## config.mk

```make
export PLATFORM = sky130hd
export DESIGN_NAME = csr_setpoint_bank
export DESIGN_NICKNAME = d
export VERILOG_FILES = /design/src/hdl/csr_pkg.sv /design/src/hdl/csr_setpoint_bank.sv /design/src/hdl/csr_i2c_slave.sv /design/src/hdl/csr_charge_clamp.sv
export SDC_FILE = /design/constraint.sdc
export NUM_CORES = 1
export LEC_CHECK = 0
export ABC_AREA = 1
export BUFFER_PORTS_ARGS = -buffer_cell sky130_fd_sc_hd__buf_4
export CORE_MARGIN = 2
export CORE_UTILIZATION = 58
export DETAILED_ROUTE_END_ITERATION = 12
export PLACE_DENSITY = 0.8
export SLEW_MARGIN = 25
export SYNTH_ARGS = -nofsm -noshare
export SYNTH_HDL_FRONTEND = slang
export SYNTH_SLANG_ARGS = --single-unit
```

## constraint.sdc

```tcl
create_clock -name CLK -period 1.8 [get_ports CLK]
set_input_delay 0.36 -clock CLK [delete_from_list [all_inputs] [get_ports CLK]]
set_output_delay 0.36 -clock CLK [all_outputs]
set_load 0.02 [all_outputs]
```

## src/hdl/csr_pkg.sv

```systemverilog
// charge setpoint register bank: shared offsets, field layout, limits and states
// assumes 8-bit register pointer and byte-wide serial host access
package csr_pkg;
  localparam logic [7:0] CSR_CUR_LO = 8'h02;
  localparam logic [7:0] CSR_CUR_HI = 8'h03;
  localparam logic [7:0] CSR_VLT_LO = 8'h04;
  localparam logic [7:0] CSR_VLT_HI = 8'h05;
  localparam int CSR_CUR_W = 7;
  localparam int CSR_VLT_W = 12;
  // lowest reserved bit of each high byte, field lsb in low bytes
  localparam int CSR_CUR_HI_RSV = 5;
  localparam int CSR_CUR_LO_POS = 6;
  localparam int CSR_VLT_HI_RSV = 7;
  localparam int CSR_VLT_LO_POS = 3;
  localparam logic [6:0] CSR_CUR_RST = 7'h00;
  localparam int CSR_CUR_STEP_MA = 64;
  localparam int CSR_VLT_STEP_MV = 8;
  localparam int CSR_VLT_MIN_MV = 1024;
  localparam int CSR_VLT_MAX_MV = 19200;
  localparam logic [11:0] CSR_VLT_MIN = 12'(CSR_VLT_MIN_MV / CSR_VLT_STEP_MV);
  localparam logic [11:0] CSR_VLT_MAX = 12'(CSR_VLT_MAX_MV / CSR_VLT_STEP_MV);
  localparam int CSR_DFLT_1S_MV = 4200;
  localparam int CSR_DFLT_2S_MV = 8400;
  localparam int CSR_DFLT_3S_MV = 12600;
  localparam int CSR_DFLT_4S_MV = 16800;
  localparam int CSR_PRE_CLAMP_MA = 384;
  localparam int CSR_FAST_CLAMP_MA = 2000;
  localparam logic [6:0] CSR_PRE_CLAMP = 7'(CSR_PRE_CLAMP_MA / CSR_CUR_STEP_MA);
  localparam logic [6:0] CSR_FAST_CLAMP = 7'(CSR_FAST_CLAMP_MA / CSR_CUR_STEP_MA);
  localparam int CSR_PRE_1S_THR_MV = 3000;
  localparam logic [15:0] CSR_PRE_1S_THR = 16'(CSR_PRE_1S_THR_MV);
  localparam logic [1:0] CSR_ONE_CELL = 2'h0;
  localparam logic [6:0] CSR_I2C_ADDR = 7'h6B;

  typedef enum logic [6:0] {
    CSR_S_IDLE = 7'h01, CSR_S_ADDR = 7'h02, CSR_S_AACK = 7'h04, CSR_S_RX = 7'h08,
    CSR_S_DACK = 7'h10, CSR_S_TX = 7'h20, CSR_S_MACK = 7'h40
  } csr_i2c_st_t;

  // cell-count pin code 0..3 means one to four cells
  function automatic logic [11:0] csr_dflt_vlt(input logic [1:0] cells);
    case (cells)
      2'h0: csr_dflt_vlt = 12'(CSR_DFLT_1S_MV / CSR_VLT_STEP_MV);
      2'h1: csr_dflt_vlt = 12'(CSR_DFLT_2S_MV / CSR_VLT_STEP_MV);
      2'h2: csr_dflt_vlt = 12'(CSR_DFLT_3S_MV / CSR_VLT_STEP_MV);
      default: csr_dflt_vlt = 12'(CSR_DFLT_4S_MV / CSR_VLT_STEP_MV);
    endcase
  endfunction : csr_dflt_vlt
endpackage : csr_pkg

```

## src/hdl/csr_setpoint_bank.sv

```systemverilog
// charge current and charge voltage setpoint registers behind a serial host port
// assumes pins are synchronous to CLK; SDA is open drain, wire resolved outside
//
// Notes on behaviour
// RULE_01 - current setting is 64 mA per step, 64 mA up to 8.128 A
// RULE_02 - after power-on reset the current setting is zero
// RULE_03 - power-good drop clears current, except when input overvoltage caused it
// RULE_04 - battery-present falling clears current setting to zero
// RULE_05 - overcurrent, thermal, latch-off and system overvoltage leave current alone
// RULE_06 - current field is high bits 4..0 then low bits 7..6
// RULE_07 - any reserved high bit set makes the whole write invalid
// RULE_08 - reserved low-order bits of both low bytes are ignored
// RULE_09 - precharge in linear mode clamps to 384 mA; 2-4 cells hold min system
// RULE_10 - one cell: 3 V precharge threshold, 2 A clamp up to min system
// RULE_11 - voltage in 8 mV steps, writes outside 1.024-19.2 V discarded
// RULE_12 - voltage default follows cell count: 4200/8400/12600/16800 mV
// RULE_13 - with power good, charging starts once current is written
// RULE_14 - host writes voltage before current for non-4.2 V cells
// RULE_15 - writing voltage zero restores default and zeroes current
// RULE_16 - voltage field is high bits 6..0 then low bits 7..3
// RULE_17 - rejected writes leave stored contents and readback unchanged
// RULE_18 - a value changes only after both bytes arrive in one transaction
`timescale 1ns/1ps
module csr_setpoint_bank import csr_pkg::*; #(
  parameter logic [6:0] DEV_ADDR = CSR_I2C_ADDR
) (
  input wire logic CLK,
  input wire logic RESET_N,
  input wire logic SCL,
  input wire logic SDA_IN,
  output logic SDA_OUT,
  output logic SDA_OE,
  input wire logic INPUT_POWER_GOOD,
  input wire logic INPUT_OVERVOLTAGE,
  input wire logic BATTERY_PRESENT,
  input wire logic [1:0] CELL_COUNT,
  input wire logic LINEAR_REGULATION_MODE,
  input wire logic [15:0] BATTERY_MV,
  input wire logic [15:0] MIN_SYSTEM_MV,
  output logic [6:0] CHARGE_CURRENT_CODE,
  output logic [11:0] CHARGE_VOLTAGE_CODE,
  output logic CHARGE_ENABLE,
  output logic PRECHARGE_ACTIVE,
  output logic SYSTEM_AT_MIN_REG
);
  typedef struct packed {
    logic [7:0] ptr;
    logic [7:0] cur_lo;
    logic [7:0] vlt_lo;
    logic cur_ok;
    logic vlt_ok;
    logic [6:0] cur;
    logic [11:0] vlt;
    logic vwr;
    logic pg;
    logic bp;
    logic [11:0] vlt_out;
    logic en;
  } csr_bank_t;

  csr_bank_t q, d;

  logic start_pulse, rx_valid, rx_is_ptr, tx_taken;
  logic [7:0] rx_byte, tx_byte;
  logic data_wr, cur_hi_wr, cur_rsv, cur_commit;
  logic vlt_hi_wr, vlt_zero, vlt_in_rng, vlt_commit;
  logic pg_drop, bat_drop, cur_clear;
  logic [6:0] cur_new;
  logic [11:0] vlt_code, vlt_eff;

  // readback image of a register byte
  function automatic logic [7:0] csr_rd(input logic [7:0] ptr, input logic [6:0] cur,
                                        input logic [11:0] vlt);
    case (ptr)
      CSR_CUR_LO: csr_rd = {cur[1:0], 6'h00};
      CSR_CUR_HI: csr_rd = {3'h0, cur[6:2]};
      CSR_VLT_LO: csr_rd = {vlt[4:0], 3'h0};
      CSR_VLT_HI: csr_rd = {1'b0, vlt[11:5]};
      default: csr_rd = 8'h00;
    endcase
  endfunction : csr_rd

  csr_i2c_slave #(.DEV_ADDR(DEV_ADDR)) u_port (
    .clk(CLK),
    .rst_n(RESET_N),
    .scl(SCL),
    .sda_in(SDA_IN),
    .tx_byte(tx_byte),
    .sda_oe(SDA_OE),
    .start_pulse(start_pulse),
    .rx_valid(rx_valid),
    .rx_is_ptr(rx_is_ptr),
    .rx_byte(rx_byte),
    .tx_taken(tx_taken)
  );

  // open drain: only ever pulls low
  assign SDA_OUT = 1'b0;

  assign data_wr = rx_valid & ~rx_is_ptr;

  // current: field of 7 bits, 64 mA per code step
  assign cur_hi_wr = data_wr & (q.ptr == CSR_CUR_HI) & q.cur_ok; // RULE_18
  assign cur_rsv = |rx_byte[7:CSR_CUR_HI_RSV]; // RULE_07
  assign cur_commit = cur_hi_wr & ~cur_rsv; // RULE_07 RULE_17
  assign cur_new = {rx_byte[CSR_CUR_HI_RSV-1:0], q.cur_lo[7:CSR_CUR_LO_POS]}; // RULE_06 RULE_08 RULE_01

  // voltage: field of 12 bits, 8 mV per code step
  assign vlt_code = {rx_byte[CSR_VLT_HI_RSV-1:0], q.vlt_lo[7:CSR_VLT_LO_POS]}; // RULE_16 RULE_08
  assign vlt_hi_wr = data_wr & (q.ptr == CSR_VLT_HI) & q.vlt_ok; // RULE_18
  assign vlt_zero = vlt_hi_wr & ~rx_byte[CSR_VLT_HI_RSV] & (vlt_code == 12'h000); // RULE_15
  assign vlt_in_rng = ~rx_byte[CSR_VLT_HI_RSV] & (vlt_code >= CSR_VLT_MIN) &
    (vlt_code <= CSR_VLT_MAX); // RULE_07 RULE_11
  assign vlt_commit = vlt_hi_wr & vlt_in_rng; // RULE_11 RULE_17

  // hardware clears; overvoltage-caused drop keeps the setting
  assign pg_drop = q.pg & ~INPUT_POWER_GOOD & ~INPUT_OVERVOLTAGE; // RULE_03 RULE_05
  assign bat_drop = q.bp & ~BATTERY_PRESENT; // RULE_04
  assign cur_clear = pg_drop | bat_drop;

  // never-written voltage reads back the cell-count default
  assign vlt_eff = q.vwr ? q.vlt : csr_dflt_vlt(CELL_COUNT); // RULE_12
  assign tx_byte = csr_rd(q.ptr, q.cur, vlt_eff);

  always_comb begin
    d = q;
    d.pg = INPUT_POWER_GOOD;
    d.bp = BATTERY_PRESENT;
    if (start_pulse) begin
      d.cur_ok = 1'b0;
      d.vlt_ok = 1'b0;
    end
    if (rx_valid && rx_is_ptr) begin
      d.ptr = rx_byte;
    end else if (data_wr) begin
      d.ptr = q.ptr + 8'h01;
      case (q.ptr)
        CSR_CUR_LO: begin
          d.cur_lo = rx_byte;
          d.cur_ok = 1'b1;
        end
        CSR_CUR_HI: begin
          d.cur_ok = 1'b0;
          if (cur_commit) begin
            d.cur = cur_new; // RULE_06 RULE_13
          end
        end
        CSR_VLT_LO: begin
          d.vlt_lo = rx_byte;
          d.vlt_ok = 1'b1;
        end
        CSR_VLT_HI: begin
          d.vlt_ok = 1'b0;
          if (vlt_zero) begin
            d.vwr = 1'b0; // RULE_15
            d.cur = CSR_CUR_RST; // RULE_15
          end else if (vlt_commit) begin
            d.vlt = vlt_code; // RULE_16
            d.vwr = 1'b1;
          end
        end
        default: begin
        end
      endcase
    end else if (tx_taken) begin
      d.ptr = q.ptr + 8'h01;
    end
    if (cur_clear) begin
      d.cur = CSR_CUR_RST; // RULE_03 RULE_04
    end
    d.vlt_out = d.vwr ? d.vlt : csr_dflt_vlt(CELL_COUNT); // RULE_12
    d.en = INPUT_POWER_GOOD & (|d.cur); // RULE_13
  end

  always_ff @(posedge CLK) begin
    if (!RESET_N) begin
      q <= '0;
      q.cur <= CSR_CUR_RST; // RULE_02
    end else begin
      q <= d;
    end
  end

  csr_charge_clamp u_clamp (
    .clk(CLK),
    .rst_n(RESET_N),
    .cur_code(q.cur),
    .cells(CELL_COUNT),
    .linear_en(LINEAR_REGULATION_MODE),
    .batt_mv(BATTERY_MV),
    .min_sys_mv(MIN_SYSTEM_MV),
    .eff_code(CHARGE_CURRENT_CODE),
    .precharge(PRECHARGE_ACTIVE),
    .sys_at_min(SYSTEM_AT_MIN_REG)
  );

  assign CHARGE_VOLTAGE_CODE = q.vlt_out;
  assign CHARGE_ENABLE = q.en;

  cur_reset_a: assert property (@(posedge CLK) disable iff (!RESET_N) // RULE_02
    $rose(RESET_N) |-> q.cur == CSR_CUR_RST && !CHARGE_ENABLE)
    else $error("current not zero after reset");

  pg_clear_a: assert property (@(posedge CLK) disable iff (!RESET_N) // RULE_03
    pg_drop |=> q.cur == 7'h00 && !CHARGE_ENABLE)
    else $error("power-good drop did not clear current");

  ov_keep_a: assert property (@(posedge CLK) disable iff (!RESET_N) // RULE_05
    (q.pg && !INPUT_POWER_GOOD && INPUT_OVERVOLTAGE && !bat_drop && !data_wr)
      |=> $stable(q.cur))
    else $error("overvoltage drop changed current");

  bat_clear_a: assert property (@(posedge CLK) disable iff (!RESET_N) // RULE_04
    bat_drop |=> q.cur == 7'h00)
    else $error("battery removal did not clear current");

  cur_field_a: assert property (@(posedge CLK) disable iff (!RESET_N) // RULE_06
    (cur_commit && !cur_clear) |=>
      q.cur == {$past(rx_byte[4:0]), $past(q.cur_lo[7:6])})
    else $error("current field not stored as written");

  cur_rsv_a: assert property (@(posedge CLK) disable iff (!RESET_N) // RULE_07
    (data_wr && q.ptr == CSR_CUR_HI && cur_rsv && !cur_clear) |=> $stable(q.cur))
    else $error("reserved-bit current write was accepted");

  half_write_a: assert property (@(posedge CLK) disable iff (!RESET_N) // RULE_18
    (data_wr && q.ptr == CSR_CUR_LO && !cur_clear) |=> $stable(q.cur))
    else $error("low byte alone changed current");

  vlt_range_a: assert property (@(posedge CLK) disable iff (!RESET_N) // RULE_11
    q.vwr |-> q.vlt >= CSR_VLT_MIN && q.vlt <= CSR_VLT_MAX)
    else $error("stored voltage outside range");

  vlt_zero_a: assert property (@(posedge CLK) disable iff (!RESET_N) // RULE_15
    vlt_zero |=> !q.vwr && q.cur == 7'h00 ##1
      CHARGE_VOLTAGE_CODE == csr_dflt_vlt($past(CELL_COUNT)))
    else $error("zero voltage write did not restore default");

  vlt_dflt_a: assert property (@(posedge CLK) disable iff (!RESET_N) // RULE_12
    (!q.vwr && !vlt_commit) |=> CHARGE_VOLTAGE_CODE == csr_dflt_vlt($past(CELL_COUNT)))
    else $error("voltage default does not follow cell count");

  enable_a: assert property (@(posedge CLK) disable iff (!RESET_N) // RULE_13
    (INPUT_POWER_GOOD && cur_commit && cur_new != 7'h00 && !cur_clear) |=> CHARGE_ENABLE)
    else $error("charge did not start on current write");

  // stored state, staging and readback image
  rst_out_a: assert property (@(posedge CLK) disable iff (!RESET_N) // RULE_02
    $rose(RESET_N) |-> CHARGE_VOLTAGE_CODE == 12'h000 && !SDA_OE &&
      CHARGE_CURRENT_CODE == 7'h00)
    else $error("outputs not cleared by reset");

  stage_clr_a: assert property (@(posedge CLK) disable iff (!RESET_N) // RULE_18
    start_pulse
      |=> !q.cur_ok && !q.vlt_ok)
    else $error("staged low byte survived a start");

  cur_lone_a: assert property (@(posedge CLK) disable iff (!RESET_N) // RULE_18
    (data_wr && q.ptr == CSR_CUR_HI && !q.cur_ok && !cur_clear)
      |=> $stable(q.cur))
    else $error("high byte alone changed current");

  cur_keep_a: assert property (@(posedge CLK) disable iff (!RESET_N) // RULE_05
    (!data_wr && !cur_clear)
      |=> $stable(q.cur))
    else $error("current changed without write or clear");

  rd_rsv_a: assert property (@(posedge CLK) disable iff (!RESET_N) // RULE_07
    (q.ptr == CSR_CUR_HI || q.ptr == CSR_VLT_HI)
      |-> !tx_byte[7])
    else $error("reserved readback bit set");

  rd_low_a: assert property (@(posedge CLK) disable iff (!RESET_N) // RULE_08
    (q.ptr == CSR_CUR_LO)
      |-> tx_byte[5:0] == 6'h00 && tx_byte[7:6] == q.cur[1:0])
    else $error("current low byte readback wrong");

  vlt_store_a: assert property (@(posedge CLK) disable iff (!RESET_N) // RULE_16
    vlt_commit |=> q.vwr &&
      q.vlt == {$past(rx_byte[6:0]), $past(q.vlt_lo[7:3])})
    else $error("voltage field not stored as written");

  vlt_rsv_a: assert property (@(posedge CLK) disable iff (!RESET_N) // RULE_07
    (vlt_hi_wr && rx_byte[CSR_VLT_HI_RSV])
      |=> $stable(q.vlt) && $stable(q.vwr))
    else $error("reserved-bit voltage write was accepted");

  vlt_reject_a: assert property (@(posedge CLK) disable iff (!RESET_N) // RULE_11
    (vlt_hi_wr && !vlt_in_rng && vlt_code != 12'h000)
      |=> $stable(q.vlt) && $stable(q.vwr))
    else $error("out-of-range voltage write was accepted");

  vlt_keep_a: assert property (@(posedge CLK) disable iff (!RESET_N) // RULE_17
    !data_wr
      |=> $stable(q.vlt) && $stable(q.vwr))
    else $error("voltage changed without a write");

  vlt_out_a: assert property (@(posedge CLK) disable iff (!RESET_N) // RULE_13
    (q.vwr && !vlt_hi_wr)
      |=> CHARGE_VOLTAGE_CODE == $past(q.vlt))
    else $error("written voltage not applied");

  en_level_a: assert property (@(posedge CLK) disable iff (!RESET_N) // RULE_13
    CHARGE_ENABLE
      == ($past(INPUT_POWER_GOOD) && q.cur != 7'h00))
    else $error("charge enable does not follow current");
endmodule : csr_setpoint_bank

```

## src/hdl/csr_i2c_slave.sv

```systemverilog
// byte-level serial slave: start/stop, address match, ack, shift in/out
// assumes scl/sda already synchronous to clk and far slower than it
`timescale 1ns/1ps
module csr_i2c_slave import csr_pkg::*; #(
  parameter logic [6:0] DEV_ADDR = CSR_I2C_ADDR
) (
  input wire logic clk,
  input wire logic rst_n,
  input wire logic scl,
  input wire logic sda_in,
  input wire logic [7:0] tx_byte,
  output logic sda_oe,
  output logic start_pulse,
  output logic rx_valid,
  output logic rx_is_ptr,
  output logic [7:0] rx_byte,
  output logic tx_taken
);
  typedef struct packed {
    csr_i2c_st_t st;
    logic [3:0] cnt;
    logic [7:0] sh;
    logic rw, ack, first, scl, sda, oe, start, rxv, rxp, taken;
  } csr_i2c_t;

  csr_i2c_t q, d;
  logic rise, fall;

  // load a byte to send; bit 7 goes out first
  function automatic csr_i2c_t csr_load(input csr_i2c_t s, input logic [7:0] b);
    csr_i2c_t r;
    r = s;
    r.sh = b;
    r.oe = ~b[7];
    r.cnt = 4'h1;
    r.taken = 1'b1;
    r.st = CSR_S_TX;
    return r;
  endfunction : csr_load

  assign rise = scl & ~q.scl;
  assign fall = ~scl & q.scl;

  always_comb begin
    d = q;
    d.start = 1'b0;
    d.rxv = 1'b0;
    d.taken = 1'b0;
    d.scl = scl;
    d.sda = sda_in;
    if (q.scl && scl && q.sda && !sda_in) begin
      d.st = CSR_S_ADDR;
      d.cnt = 4'h0;
      d.first = 1'b1;
      d.oe = 1'b0;
      d.start = 1'b1;
    end else if (q.scl && scl && !q.sda && sda_in) begin
      d.st = CSR_S_IDLE;
      d.oe = 1'b0;
    end else begin
      case (q.st)
        CSR_S_ADDR, CSR_S_RX: begin
          if (rise) begin
            d.sh = {q.sh[6:0], sda_in};
            d.cnt = q.cnt + 4'h1;
          end else if (fall && q.cnt == 4'h8) begin
            if (q.st == CSR_S_RX) begin
              d.rxv = 1'b1;
              d.rxp = q.first;
              d.first = 1'b0;
              d.oe = 1'b1;
              d.st = CSR_S_DACK;
            end else if (q.sh[7:1] == DEV_ADDR) begin
              d.rw = q.sh[0];
              d.oe = 1'b1;
              d.st = CSR_S_AACK;
            end else begin
              d.st = CSR_S_IDLE;
            end
          end
        end
        CSR_S_AACK: begin
          if (fall && q.rw) begin
            d = csr_load(d, tx_byte);
          end else if (fall) begin
            d.oe = 1'b0;
            d.cnt = 4'h0;
            d.st = CSR_S_RX;
          end
        end
        CSR_S_DACK: begin
          if (fall) begin
            d.oe = 1'b0;
            d.cnt = 4'h0;
            d.st = CSR_S_RX;
          end
        end
        CSR_S_TX: begin
          if (fall && q.cnt == 4'h8) begin
            d.oe = 1'b0;
            d.st = CSR_S_MACK;
          end else if (fall) begin
            d.sh = {q.sh[6:0], 1'b0};
            d.oe = ~q.sh[6];
            d.cnt = q.cnt + 4'h1;
          end
        end
        CSR_S_MACK: begin
          if (rise) begin
            d.ack = ~sda_in;
          end else if (fall && q.ack) begin
            d = csr_load(d, tx_byte);
          end else if (fall) begin
            d.st = CSR_S_IDLE;
          end
        end
        CSR_S_IDLE: begin
        end
        default: d.st = CSR_S_IDLE;
      endcase
    end
  end

  always_ff @(posedge clk) begin
    if (!rst_n) begin
      q <= '0;
      q.st <= CSR_S_IDLE;
      q.scl <= 1'b1;
      q.sda <= 1'b1;
    end else begin
      q <= d;
    end
  end

  assign sda_oe = q.oe;
  assign start_pulse = q.start;
  assign rx_valid = q.rxv;
  assign rx_is_ptr = q.rxp;
  assign rx_byte = q.sh;
  assign tx_taken = q.taken;
endmodule : csr_i2c_slave

```

## src/hdl/csr_charge_clamp.sv

```systemverilog
// precharge and low-battery fast-charge current clamps on the current code
// assumes battery and minimum system voltage arrive as settled mV words
`timescale 1ns/1ps
module csr_charge_clamp import csr_pkg::*; (
  input wire logic clk,
  input wire logic rst_n,
  input wire logic [6:0] cur_code,
  input wire logic [1:0] cells,
  input wire logic linear_en,
  input wire logic [15:0] batt_mv,
  input wire logic [15:0] min_sys_mv,
  output logic [6:0] eff_code,
  output logic precharge,
  output logic sys_at_min
);
  typedef struct packed {
    logic [6:0] eff;
    logic pre;
    logic at_min;
  } csr_clamp_t;

  csr_clamp_t q, d;
  logic one_cell, pre_now, fast_win;

  assign one_cell = cells == CSR_ONE_CELL;
  assign pre_now = linear_en &
    (one_cell ? batt_mv < CSR_PRE_1S_THR : batt_mv < min_sys_mv); // RULE_09 RULE_10
  assign fast_win = linear_en & one_cell & batt_mv >= CSR_PRE_1S_THR &
    batt_mv < min_sys_mv; // RULE_10

  always_comb begin
    d.eff = cur_code;
    if (pre_now && cur_code > CSR_PRE_CLAMP) begin
      d.eff = CSR_PRE_CLAMP; // RULE_09
    end else if (fast_win && cur_code > CSR_FAST_CLAMP) begin
      d.eff = CSR_FAST_CLAMP; // RULE_10
    end
    d.pre = pre_now;
    d.at_min = pre_now & ~one_cell; // RULE_09
  end

  always_ff @(posedge clk) begin
    if (!rst_n) begin
      q <= '0;
    end else begin
      q <= d;
    end
  end

  assign eff_code = q.eff;
  assign precharge = q.pre;
  assign sys_at_min = q.at_min;

  pre_clamp_a: assert property (@(posedge clk) disable iff (!rst_n) // RULE_09
    pre_now |=> eff_code <= CSR_PRE_CLAMP && precharge)
    else $error("precharge current above clamp");
  fast_clamp_a: assert property (@(posedge clk) disable iff (!rst_n) // RULE_10
    (fast_win && !pre_now) |=> eff_code <= CSR_FAST_CLAMP &&
      (eff_code == $past(cur_code) || $past(cur_code) > CSR_FAST_CLAMP))
    else $error("single-cell fast charge clamp wrong");
endmodule : csr_charge_clamp

```

### Word level (Yosys, flattened, before mapping)

Cells that the tools add are included.

* $add $sub $neg: 2
* multiply operators: 0
* div/mod/pow operators: 0
* order comparisons: 7
* equal/unequal tests: 37
* shifts and indexed selects: 0
* mux-type cells: 77
* bitwise operators: 44
* reduce and logical (&&, ||, !) cells: 39

Operators with widths (number)
* $mux 12: 6
* $mux 22: 3
* $pmux 8 s4: 2
* $mux 7: 8
* $pmux 7 s6: 1
* $mux 13: 3
* $pmux 12 s3: 1
* $mux 8: 4
* $and 1x1->1: 22
* $mux 11: 2
* $mux 1: 21
* $not 1->1: 21
* $reduce_and 7->1: 3
* $mux 20: 1
* $pmux 4 s5: 1
* $ne 2x1->1 const B: 9
* $reduce_and 9->1: 2
* $mux 17: 1
* $eq 8x2->1 const B: 2
* $eq 8x3->1 const B: 2
* $ge 16x12->1 const B: 1
* $lt 16x12->1 const B: 1
* $lt 16x16->1: 1
* $eq 7x7->1 const B: 2
* 47 further kinds: 86

* bits in registers: 99
* bits in latches: 0
* bits in writable memories: 0
* bits in read-only memories: 0
* input port bits: 42
* output and inout port bits: 24
* word-level logic and storage cells: 237
* memories: 0

### Longest topological paths before layout

* depth after elaboration: 13
* mapped depth: 14
* mapped depth without buffers: 14

### Hierarchy

Synthesis repeated with hierarchy kept, for this count alone.

* cells, all modules: 831
* area, all modules: 5655.4 um2

Modules (own cells, without submodules)
* csr_setpoint_bank: instances 1, cells an instance 393, area an instance 2746.4 um2, sequential area each 1041.0 um2
* csr_i2c_slave: instances 1, cells an instance 310, area an instance 2073.2 um2, sequential area each 580.6 um2
* csr_charge_clamp: instances 1, cells an instance 128, area an instance 835.8 um2, sequential area each 180.2 um2

### Worst setup path after synthesis

OpenSTA, ideal clock, no wires.

* kind: reg2reg
* start: reg q[54] (netlist bit)
* end: reg q (netlist bit CHARGE_ENABLE)
* library setup time: 0.112 ns
* arrival: 1.578 ns
* required time: 1.688 ns
* slack: 0.110 ns
* cell stages (with the launch flop): 14
* buffers on the path: 0
* period minus slack after synthesis: 1.690 ns
* path through: dfxtp_1 -> inv_1 -> ha_1 -> nand3_4 -> nor2_8 -> nand3_2 -> o21bai_4 -> nand2_1 -> nand2_1 -> nand2_1 -> nand2_1 -> nand3_1 -> nor2_1 -> nor2_1

* longest elaborated chain between the ends: 12
* elaborated cells between the ends (all ways): 17
* classes of those cells: 2 x eq/ne; 6 x mux; 8 x bitwise; 1 x reduce/logical

RTL lines
* start: declaration: line csr_setpoint_bank.sv:61 `csr_bank_t q, d;`
* $eq 8x3->1: line csr_setpoint_bank.sv:110, csr_setpoint_bank.sv:137
* $and 1x1->1 (2 in a row): line csr_setpoint_bank.sv:110 `assign vlt_hi_wr = data_wr & (q.ptr == CSR_VLT_HI) & q.vlt_ok;`
* $and 1x1->1 (2 in a row): line csr_setpoint_bank.sv:111 `assign vlt_zero = vlt_hi_wr & ~rx_byte[CSR_VLT_HI_RSV] & (vlt_code == 12'h000);`
* $mux 7: line csr_setpoint_bank.sv:154 `if (vlt_zero) begin`
* $pmux 7 s2 (*): line csr_setpoint_bank.sv:137 `case (q.ptr)`
* $mux 22 (*): line csr_setpoint_bank.sv:135 `end else if (data_wr) begin`
* $mux 22 (*): line csr_setpoint_bank.sv:133 `if (rx_valid && rx_is_ptr) begin`
* $mux 7 (*): line csr_setpoint_bank.sv:168 `if (cur_clear) begin`
* $reduce_or 7->1 (*): line csr_setpoint_bank.sv:172 `d.en = INPUT_POWER_GOOD & (|d.cur);`
* $and 1x1->1 (*): line csr_setpoint_bank.sv:172

Mark *: on every way between the ends. The rest lies on a longest branch, timed or not.
A chain may end at the register's enable or synchronous reset.

### Worst setup path after layout

* start: reg u_port.q (netlist bit u_port.rx_byte[3])
* end: reg q (netlist bit CHARGE_VOLTAGE_CODE[0])

* longest elaborated chain between the ends: 10
* elaborated cells between the ends (all ways): 14
* classes of those cells: 2 x order compare; 7 x mux; 4 x bitwise; 1 x reduce/logical

RTL lines
* start: declaration: line csr_i2c_slave.sv:26 `csr_i2c_t q, d;`
* $ge 12x8->1: line csr_setpoint_bank.sv:112 `assign vlt_in_rng = ~rx_byte[CSR_VLT_HI_RSV] & (vlt_code >= CSR_VLT_MIN) &`
* $and 1x1->1 (2 in a row): line csr_setpoint_bank.sv:112
* $and 1x1->1: line csr_setpoint_bank.sv:114 `assign vlt_commit = vlt_hi_wr & vlt_in_rng;`
* $mux 13: line csr_setpoint_bank.sv:157 `end else if (vlt_commit) begin`
* $mux 12 / $mux 1 (equally long branches): line csr_setpoint_bank.sv:154
* $mux 13 (*): line csr_setpoint_bank.sv:137
* $mux 22 (*): line csr_setpoint_bank.sv:135
* $mux 22 (*): line csr_setpoint_bank.sv:133
* $mux 12 (*): line csr_setpoint_bank.sv:171 `d.vlt_out = d.vwr ? d.vlt : csr_dflt_vlt(CELL_COUNT);`

Marks and branches as above.

==> metrics.csv <==
metric,value,unit
yosysTopAreaCellShare,0.3454,
maxSlewViolCount,0,
leakage,3.128,nW
p_sw_frac,0.2842,
crit_required,2.10,ns
period_needed,1.901,ns
hold_end,q[13]$_SDFF_PN0_,
violations,setup timing,
min-delay-start,BATTERY_PRESENT,
hold_violations,0,
path_clk_slew,0.10,ns
setup_viol,24,
period_share,1.056,
internal_power,2.917,mW
fin_skew,0.01709,ns
crit_chain,nand4_1 > o21ai_2 > o21ai_4 > nand4_4 > nand2_4 > nor2_4 > o21ai_2 > o21ai_1,
cts_max_level,3,
cp-start-kind,flop,
dieArea,9768,um2
die_y,98.84,um
initial_core_util,0.5981,
p_switching,1.158,mW
final_common_cell,nand2_1,
gp_congestion,0.9878,
postRouteAntennaNets,0,
setup_ws,-0.1006,ns
nFillCells,579,
setup.worst_path.start,u_port.rx_byte[3]$_SDFFE_PN0P_,
whs_path_depth,3,
area_growth_syn_to_layout,30.87,%
cts_tree,built,
num_io_pins,66,
grt_max_degree,31,
async_flop_share,0,
ys_seq_area_frac,0.3454,
synthDistinctLibCells,49,
grt_pass1_wl,22.89,mm
cellPowerDensity,597.0,nW/um2
power_frac_clock,0.358,
maxCapViolCount,0,
first_pass_iters,6,
layout.nets,945,
port_buffers,64,
critPathSlowestCell,dfxtp_1,
status,"complete, but fails checks",
wire_per_inst,16.91,um
seqCellArea,1826,um2
core-area,8721,um2
die_w,98.84,um
crit_path_frequent_cell,o21ai_2,
synth-edff-count,0,
max_stage_delay,0.48,ns
clk_latency,0.37,ns
ir_drop,0.0005584,V
grt_pass1_vias,5035,
reg2reg_from,u_port.rx_byte[3]$_SDFFE_PN0P_,
crit_path_end_kind,flop,
comb_power_share,0.139,
syn_area_per_cell,6.937,um2
yosysWarnings,0,
synth_cells,752,
clock_path_buffers,2,
antenna_found_initial,0,
drive_gt1_frac,0.3160,
reg2reg_depth,8,
hp-class,in -> reg,
cp_max_fo,7,
antennaDiodeCount,0,
synth_area_leaders,"dfxtp_1 (35%), nand2_1 (11%), inv_1 (7.6%)",
r2r-end,CHARGE_VOLTAGE_CODE[0]$_SDFF_PN0_,
clock-sinks,90,
cts_hold_buf,0,
final_util,0.7828,
vias_per_cell,5.979,
dpl.hpwl,10.26,mm
finalPower,4.075,mW
ys.flop_type,dfxtp_1,
reg2reg_slack,-0.10,ns
drcViolationCount,0,
synth_top_cell_by_area,dfxtp_1,
fmax,0.5262,GHz
crit_type,reg -> reg,
fp-row-count,34,
grt_overflow_total,0,
wl,16.76,mm
syn_nets,819,
cts-buffers-inserted,9,
rsz0062_at_grt,yes,
p_seq_frac,0.503,
instances_no_fill,991,
synth-seq-cells,90,
final_cell_mix,"nand2_1 (138), buf_4 (130), inv_1 (94)",
placedCellCount,940,
vias,5925,
multi_input_area,3162,um2
grtUsageTotal,0.2833,
ctsRootBufferMaster,clkbuf_8,
synth_area,5216,um2
critPathArrivalTime,2.20,ns
drt_iter0_markers,615,
through the flow:
stage                     hold WS [ns]   TNS (ns)  cell area [um2]  setup slack [ns]
after floorplan                 0.4302          0             5216            0.1095
after global placement          0.4451    -0.1718             5973          -0.03793
after detailed placement        0.4632    -0.8101             5973           -0.1090
after CTS                       0.1831  -0.002411             6255         -0.002411
after global routing            0.2082     -4.168             6827           -0.2418
final                           0.1836     -1.196             6827           -0.1006
flip-flops by register name (all words and copies together) (netlist names):
signal               flops
q                       37
u_port.q                16
CHARGE_VOLTAGE_CODE     12
u_port.rx_byte           8
u_clamp.eff_code         7
cur_new                  2
CHARGE_ENABLE            1
u_clamp.precharge        1
u_clamp.sys_at_min       1
u_port.rx_is_ptr         1
u_port.rx_valid          1
u_port.sda_oe            1
u_port.start_pulse       1
u_port.tx_taken          1
cell type report:
| class | instances | area share |
|---|---|---|
| multi-input cells | 524 | 0.4632 |
| flip-flops and latches | 90 | 0.2674 |
| repair buffers | 135 | 0.1538 |
| inverters | 118 | 0.06562 |
| well taps | 108 | 0.01979 |
| clock buffers | 9 | 0.01815 |
| clock inverters | 7 | 0.01210 |
worst max-delay path: cells and delay by family (launching register included):
family | cells | cell delay [ns]
simple gates | 4 | 0.79
compound gates | 4 | 0.55
flops | 1 | 0.48
repair_timing:
action                     4_1_cts  5_1_grt
cloned                           1        5
setup endpoints to repair       17       49
setup buffers                    3       26
pin swaps                        2       38
hold endpoints to repair         0        0
resized for setup               14      101
power by group through the flow:
stage / clock network [mW] / logic [mW] / registers [mW]
after floorplan: 0 / 0.303 / 2.09
after global placement: 0 / 0.480 / 2.09
after detailed placement: 0 / 0.496 / 2.09
after global routing: 1.52 / 0.627 / 2.05
final: 1.46 / 0.567 / 2.05
after CTS: 1.44 / 0.506 / 2.05
Yosys cell counts, drive strengths merged, types with 4 or more instances:
cell type / number
nand2: 156
inv: 117
nor2: 108
dfxtp: 90
a21oi: 67
o21ai: 64
nand3: 30
ha: 25
buf: 21
nor3: 15
nand4: 11
a211oi: 6
a31oi: 5
clkbuf: 5
nand3b: 4
o211ai: 4
o22ai: 4
per-layer routing:
| layer | wire length, um | track usage | share of wire |
|---|---|---|---|
| met1 | 6038 | 0.3495 | 0.36 |
| met4 | 1094 | 0.07903 | 0.065 |
| met2 | 8077 | 0.5047 | 0.48 |
| met5 | 0 | 0 | 0 |
| met3 | 1549 | 0.05248 | 0.092 |
worst max path at each step:
stage,endpoint,cells past startpoint,slack (ns)
2_1_floorplan,CHARGE_ENABLE$_SDFF_PN0_,13,0.11
3_3_place_gp,u_clamp.eff_code[0]$_SDFF_PP0_,12,-0.04
3_5_place_dp,u_clamp.eff_code[3]$_SDFF_PP0_,12,-0.11
4_1_cts,CHARGE_ENABLE$_SDFF_PN0_,12,-0.002
5_1_grt,u_port.q[18]$_SDFFE_PP0P_,11,-0.24
6_report,CHARGE_VOLTAGE_CODE[0]$_SDFF_PN0_,8,-0.10
cell families (layout without fill, tap and decap cells):
kind of cell / Yosys count / count (layout) / synth area share
other: 1 / 1 / 0.0007189
and+or+nand+nor: 327 / 333 / 0.2910
adders and majority gates: 25 / 25 / 0.05997
DFF: 90 / 90 / 0.3454
AOI/OAI and AO/OA: 162 / 162 / 0.1797
buffers and inverters: 144 / 269 / 0.1183
xor gates and xnor gates: 3 / 3 / 0.005038
No activity file was read; power rests on OpenSTA's default activity.
